$ cat src/logic/bwdep_pkg.sv
package bwdep_pkg;
  // host i/o decode
  localparam logic [15:0] BWDEP_ADDR_SERMEM = 16'h0100;
  localparam logic [15:0] BWDEP_ADDR_WDOG   = 16'h0101;
  // field positions
  localparam int BWDEP_WDOG_EN_BIT = 0;
  localparam int BWDEP_SM_DI_BIT   = 2;
  localparam int BWDEP_SM_SK_BIT   = 1;
  localparam int BWDEP_SM_CS_BIT   = 0;
  // reset values
  localparam logic       BWDEP_WDOG_EN_RST = 1'b0;
  localparam logic [2:0] BWDEP_SM_RST      = 3'h0;
  // timing
  localparam longint BWDEP_CLK_HZ        = 100000000;
  localparam longint BWDEP_WDOG_TIME_MS  = 500;
  localparam longint BWDEP_WDOG_CYC      = (BWDEP_WDOG_TIME_MS * BWDEP_CLK_HZ) / 1000;
  localparam int     BWDEP_CNT_W         = 26;
  localparam int     BWDEP_RST_PULSE_CYC = 16;
  // memory geometry, software side only
  localparam int BWDEP_MEM_WORDS = 64;
  localparam int BWDEP_MEM_USER0 = 32;
  // host access state
  typedef enum logic [1:0] {BWDEP_IDLE, BWDEP_RESP} bwdep_acc_t;
endpackage

$ cat src/logic/bwdep_if.sv
`timescale 1ns/1ns
`default_nettype none
// events between the host port decode and the watchdog timer, expiry going back to the port
interface bwdep_if;
  logic enabled;
  logic kick;
  logic expire;
  modport port_side (output enabled, output kick, input expire);
  modport timer_side (input enabled, input kick, output expire);
endinterface
`default_nettype wire

$ cat src/logic/bwdep_timer.sv
`timescale 1ns/1ns
`default_nettype none
module bwdep_timer #(
  parameter logic [bwdep_pkg::BWDEP_CNT_W-1:0] TIMEOUT_CYC =
    bwdep_pkg::BWDEP_CNT_W'(bwdep_pkg::BWDEP_WDOG_CYC)
) (
  input  wire logic clock,
  input  wire logic srst,
  bwdep_if.timer_side tif
);
  import bwdep_pkg::*;
  logic [BWDEP_CNT_W-1:0] cnt_r;
  logic                   exp_r;
  wire  cnt_done = (cnt_r == TIMEOUT_CYC - 1'b1);
  assign tif.expire = exp_r;

  // count board clocks since the last restart while armed
  always_ff @(posedge clock) begin
    if (srst || !tif.enabled || tif.kick) begin
      cnt_r <= '0;
      exp_r <= 1'b0;
    end else begin
      cnt_r <= cnt_done ? '0 : cnt_r + 1'b1;
      exp_r <= cnt_done;
    end
  end
endmodule
`default_nettype wire

$ cat src/logic/bwdep_top.sv
`timescale 1ns/1ns
`default_nettype none
module bwdep_top #(
  parameter logic [bwdep_pkg::BWDEP_CNT_W-1:0] TIMEOUT_CYC =
    bwdep_pkg::BWDEP_CNT_W'(bwdep_pkg::BWDEP_WDOG_CYC)
) (
  input  wire logic        clock,
  input  wire logic        srst,
  input  wire logic [15:0] io_addr,
  input  wire logic        io_rd,
  input  wire logic        io_wr,
  input  wire logic [7:0]  io_wdata,
  output var  logic [7:0]  io_rdata,
  output var  logic        io_rvalid,
  output var  logic        cpu_reset,
  output var  logic        slot_reset,
  output var  logic        mem_cs,
  output var  logic        mem_sk,
  output var  logic        mem_di,
  input  wire logic        mem_do,
  output var  logic        wdog_armed
);
  import bwdep_pkg::*;

  ////////////////////////////////////////////////////////////////////////////
  // address decode
  wire sel_mem  = (io_addr == BWDEP_ADDR_SERMEM);
  wire sel_wdog = (io_addr == BWDEP_ADDR_WDOG);
  wire wr_mem   = io_wr && sel_mem;
  wire wr_wdog  = io_wr && sel_wdog;
  wire rd_wdog  = io_rd && sel_wdog;
  wire rd_mem   = io_rd && sel_mem;

  bwdep_if tif ();
  logic        en_r;
  logic [4:0]  rst_cnt_r;
  bwdep_acc_t  acc_r;
  logic        do_r;

  assign tif.enabled = en_r;
  assign tif.kick    = rd_wdog;

  bwdep_timer #(
    .TIMEOUT_CYC (TIMEOUT_CYC)
  ) u_timer (
    .clock (clock),
    .srst  (srst),
    .tif   (tif)
  );

  ////////////////////////////////////////////////////////////////////////////
  // arm control, cleared by any reset including its own
  always_ff @(posedge clock) begin
    if (srst || tif.expire)
      en_r <= BWDEP_WDOG_EN_RST;
    else if (wr_wdog)
      en_r <= io_wdata[BWDEP_WDOG_EN_BIT];
  end
  always_ff @(posedge clock) begin
    if (srst)
      wdog_armed <= 1'b0;
    else
      wdog_armed <= (srst || tif.expire) ? 1'b0 : (wr_wdog ? io_wdata[BWDEP_WDOG_EN_BIT] : en_r);
  end

  // stretched reset pulse to processor and slots
  always_ff @(posedge clock) begin
    if (srst)
      rst_cnt_r <= '0;
    else if (tif.expire)
      rst_cnt_r <= 5'(BWDEP_RST_PULSE_CYC);
    else if (rst_cnt_r != 0)
      rst_cnt_r <= rst_cnt_r - 1'b1;
  end
  // one drive term feeds both reset outputs so they cannot drift apart
  wire pulse_on = tif.expire || (rst_cnt_r > 5'h01);
  always_ff @(posedge clock) begin
    if (srst) begin
      cpu_reset  <= 1'b0;
      slot_reset <= 1'b0;
    end else begin
      cpu_reset  <= pulse_on;
      slot_reset <= pulse_on;
    end
  end

  ////////////////////////////////////////////////////////////////////////////
  // serial memory control lines
  always_ff @(posedge clock) begin
    if (srst) begin
      mem_di <= BWDEP_SM_RST[BWDEP_SM_DI_BIT];
      mem_sk <= BWDEP_SM_RST[BWDEP_SM_SK_BIT];
      mem_cs <= BWDEP_SM_RST[BWDEP_SM_CS_BIT];
    end else if (wr_mem) begin
      mem_di <= io_wdata[BWDEP_SM_DI_BIT];
      mem_sk <= io_wdata[BWDEP_SM_SK_BIT];
      mem_cs <= io_wdata[BWDEP_SM_CS_BIT];
    end
  end

  ////////////////////////////////////////////////////////////////////////////
  // read answer one cycle after the strobe
  wire [7:0] rd_val = rd_mem ? {7'h00, mem_do} : 8'h00;
  always_ff @(posedge clock) begin
    do_r <= mem_do;
    if (srst) begin
      acc_r     <= BWDEP_IDLE;
      io_rdata  <= 8'h00;
      io_rvalid <= 1'b0;
    end else begin
      case (acc_r)
        BWDEP_IDLE: begin
          io_rvalid <= io_rd;
          io_rdata  <= rd_val;
          acc_r     <= io_rd ? BWDEP_RESP : BWDEP_IDLE;
        end
        BWDEP_RESP: begin
          io_rvalid <= io_rd;
          io_rdata  <= rd_val;
          acc_r     <= io_rd ? BWDEP_RESP : BWDEP_IDLE;
        end
        default: acc_r <= BWDEP_IDLE;
      endcase
    end
  end

  ////////////////////////////////////////////////////////////////////////////
  // reset pulse length, counted by a small helper register
  logic [4:0] rst_len_r;
  always_ff @(posedge clock) begin
    if (srst)
      rst_len_r <= 5'h00;
    else
      rst_len_r <= cpu_reset ? rst_len_r + 1'b1 : 5'h00;
  end
endmodule
`default_nettype wire

$ cat config.mk
export PLATFORM = sky130hd
export DESIGN_NAME = bwdep_top
export DESIGN_NICKNAME = d
export VERILOG_FILES = /design/src/logic/bwdep_pkg.sv /design/src/logic/bwdep_if.sv /design/src/logic/bwdep_timer.sv /design/src/logic/bwdep_top.sv
export SDC_FILE = /design/constraint.sdc
export NUM_CORES = 1
export LEC_CHECK = 0
export BUFFER_PORTS_ARGS = -buffer_cell sky130_fd_sc_hd__buf_4
export CORE_MARGIN = 10
export CORE_UTILIZATION = 53
export DETAILED_ROUTE_END_ITERATION = 7
export GPL_TIMING_DRIVEN = 1
export PLACE_DENSITY_LB_ADDON = 0.3
export SYNTH_ARGS = -nofsm -noshare
export SYNTH_HDL_FRONTEND = slang
export SYNTH_SLANG_ARGS = --single-unit
$ cat constraint.sdc
create_clock -name clock -period 2.3 [get_ports clock]
set_input_delay 0.115 -clock clock [delete_from_list [all_inputs] [get_ports clock]]
set_output_delay 0.115 -clock clock [all_outputs]
set_load 0.01 [all_outputs]
==> run metrics <==
Yosys top cell by area dfxtp_1; Seq/Total Area, Yosys about two fifths; Mapped Cells 216; final instance area 0.00231 mm2; worst vdd ir 0.000309 V; htree depth 2; clk_lat worst skew 0.28 ns; Post-synth EDFFs 0; Chip Width 81.4 um; layout cells sized above 1 24.2%; fmax ~460 MHz; max-slew violations 0; Avg Cell Area, Syn roughly 9.3 um2; core footprint 0.00366 mm2; Hold Path Cell Cnt 2; minimum clock period 2.17 ns; Port Buffers 31; reg2reg end u_timer.cnt_r[24]; critical path's slowest cell or4_4; DIE AREA about 0.0066 mm2; antenna viol nets, final 0; reg2reg setup slack about 0.13 ns; post-synth cell types 42; Crit Path Max Fanout 13; total grt overflow 0; CTS tree yes; clk buf depth 2; post-CTS sizing 0; Synth area leaders dfxtp_1, nor3_1, a211oi_2; vias in the first global route 1,616; DP HPWL 2980 um; Initial Util between 50 and 60%; Net count, final 280; worst-path cell chain ha_1, nand3_1, or4_4, or4_1, a211oi_2; status completed; GRT Overall Usage 12.9%; Post-route DRC 0; Yosys top cell area share 40.0%; Post-synth top cells dfxtp_1, nor3_1, nand3_1; first-pass GRT wire length 7050 um; worst reg2reg startpoint u_timer.cnt_r[0]; Initial DRC Count 19; Post-CTS Setup Inserts 0; drt wl/cell 13.5 um; crit path capture type flop; Setup Viol. Count Final 0; io pins 44; Final period util 94.4%; Worst Reg-to-Reg Cells 5; Hold EP io_rdata[0]; RSZ-0062 raised after global routing no; TritonCTS Buffers 5; antenna violations before repair 0; die height 81.4 um; Yosys reg bits 40; Via density 5.47; largest net degree at the start of global routing 28; delay-heaviest family, CP simple AND/OR/NAND/NOR gates; final hold vios 0; clock-pin slew of the registers on the worst-case setup and hold paths 0.07 ns; critical path buffer and inverter count 0; max incr delay on CP 0.62 ns; ys flop type dfxtp_1; Placed Area 0.00223 mm2; n_diodes 0; Leakage 0.782 nW; setup_tns 0 ns; wirelength, routed 4010 um; max_cap viols 0; crit path launch type flop; via count 1,619; Setup Skew 0.00356 ns; FP Rows 22; most numerous cell in the Yosys netlist dfxtp_1; Layout fillers 324; Synth Cell Area 0.00200 mm2; min-delay src io_addr[0]; CP required 2.51 ns; Hold Crit Class in -> reg; Root Driver clkbuf_8; 1st-pass router iterations 4; worst setup path class reg -> reg; area grow syn2layout 15.3%; Async S/R FF share, synth 0%; synth warn 0; GPL Wtd Cong 0.862; Pwr Density 624 mW/mm2; # hold bufs at CTS 0; Worst EP arrival 2.38 ns; CTS sink count 40
-- stage by stage --
stage / utilization, % / hold WS [ns] / instances / total power [mW] / setup WS, ns
CTS: 63.0 / 0.0266 / 296 / 1.46 / 0.118
global route: 63.0 / 0.0386 / 296 / 1.53 / 0.0430
finish: 63.0 / 0.0360 / 296 / 1.44 / 0.129
detailed placement: 60.9 / 0.332 / 289 / 1.03 / 0.137
global placement: 60.9 / 0.336 / 289 / 1.02 / 0.173
floorplan: - / 0.184 / 222 / 0.957 / 0.308
-- where the power goes --
part           internal [mW]  switching, mW
logic                  0.125          0.128
registers              0.729         0.0307
clock network          0.206          0.219
total                   1.06          0.378
-- layout by cell type (no fill, tap or decap), drive strengths merged, types with 2 or more instances in the layout --
master / instances
dfxtp: 40
buf: 35
nor3: 19
nand3: 14
a211oi: 14
o21ai: 11
nand2: 11
xnor2: 10
a21oi: 9
or4: 9
nor2: 8
inv: 7
or3: 7
o31ai: 7
conb: 7
nand4: 6
clkbuf: 6
nor4: 5
and4: 3
xor2: 3
nor2b: 3
ha: 3
and3: 2
nand2b: 2
-- how the worst max path moves through the flow --
stage | start | to | cells after the start
detailed placement | u_timer.cnt_r[0] | u_timer.cnt_r[24] | 5
global route | u_timer.cnt_r[0] | u_timer.cnt_r[24] | 5
CTS | u_timer.cnt_r[0] | u_timer.cnt_r[24] | 5
floorplan | u_timer.cnt_r[0] | u_timer.cnt_r[20] | 5
finish | u_timer.cnt_r[0] | u_timer.cnt_r[24] | 5
global placement | u_timer.cnt_r[0] | u_timer.cnt_r[24] | 5
-- area by class of cell --
type                    count  area, um2  share of cell area, %
clock buffers               6       72.6                   3.15
clock inverters             1       5.00                  0.217
inverters                   7       26.3                   1.14
multi-input cells         159       1080                   46.8
flip-flops and latches     40        801                   34.7
well taps                  48       60.1                   2.60
repair buffers             35        263                   11.4
-- state kept, by name (all words and copies together), names as in the netlist --
signal,count
mem_di,1
rst_cnt_r,5
slot_reset,1
io_rvalid,1
u_timer.tif.expire,1
io_rdata,1
mem_cs,1
u_timer.cnt_r,26
wdog_armed,1
en_r,1
mem_sk,1
-- routing by layer --
metal  global-route usage, %  up-vias  share of wire, %
met2                    21.9       35                44
met1                    14.6      729                46
li1                        -      850                 -
met5                       0        -                 0
met3                    4.80        5               8.4
met4                    4.15        0               1.0
-- logic make-up after synthesis --
family | Yosys count | synth area share, %
AO/OA/AOI/OAI | 41 | 15.2
XOR/XNOR | 13 | 5.69
adder cells (fa/ha/maj) | 3 | 1.88
buffers and inverters | 23 | 7.19
flip-flops | 40 | 40.0
other | 1 | 0.187
AND/OR/NAND/NOR | 95 | 29.8
No activity file was read; power rests on OpenSTA's default activity.
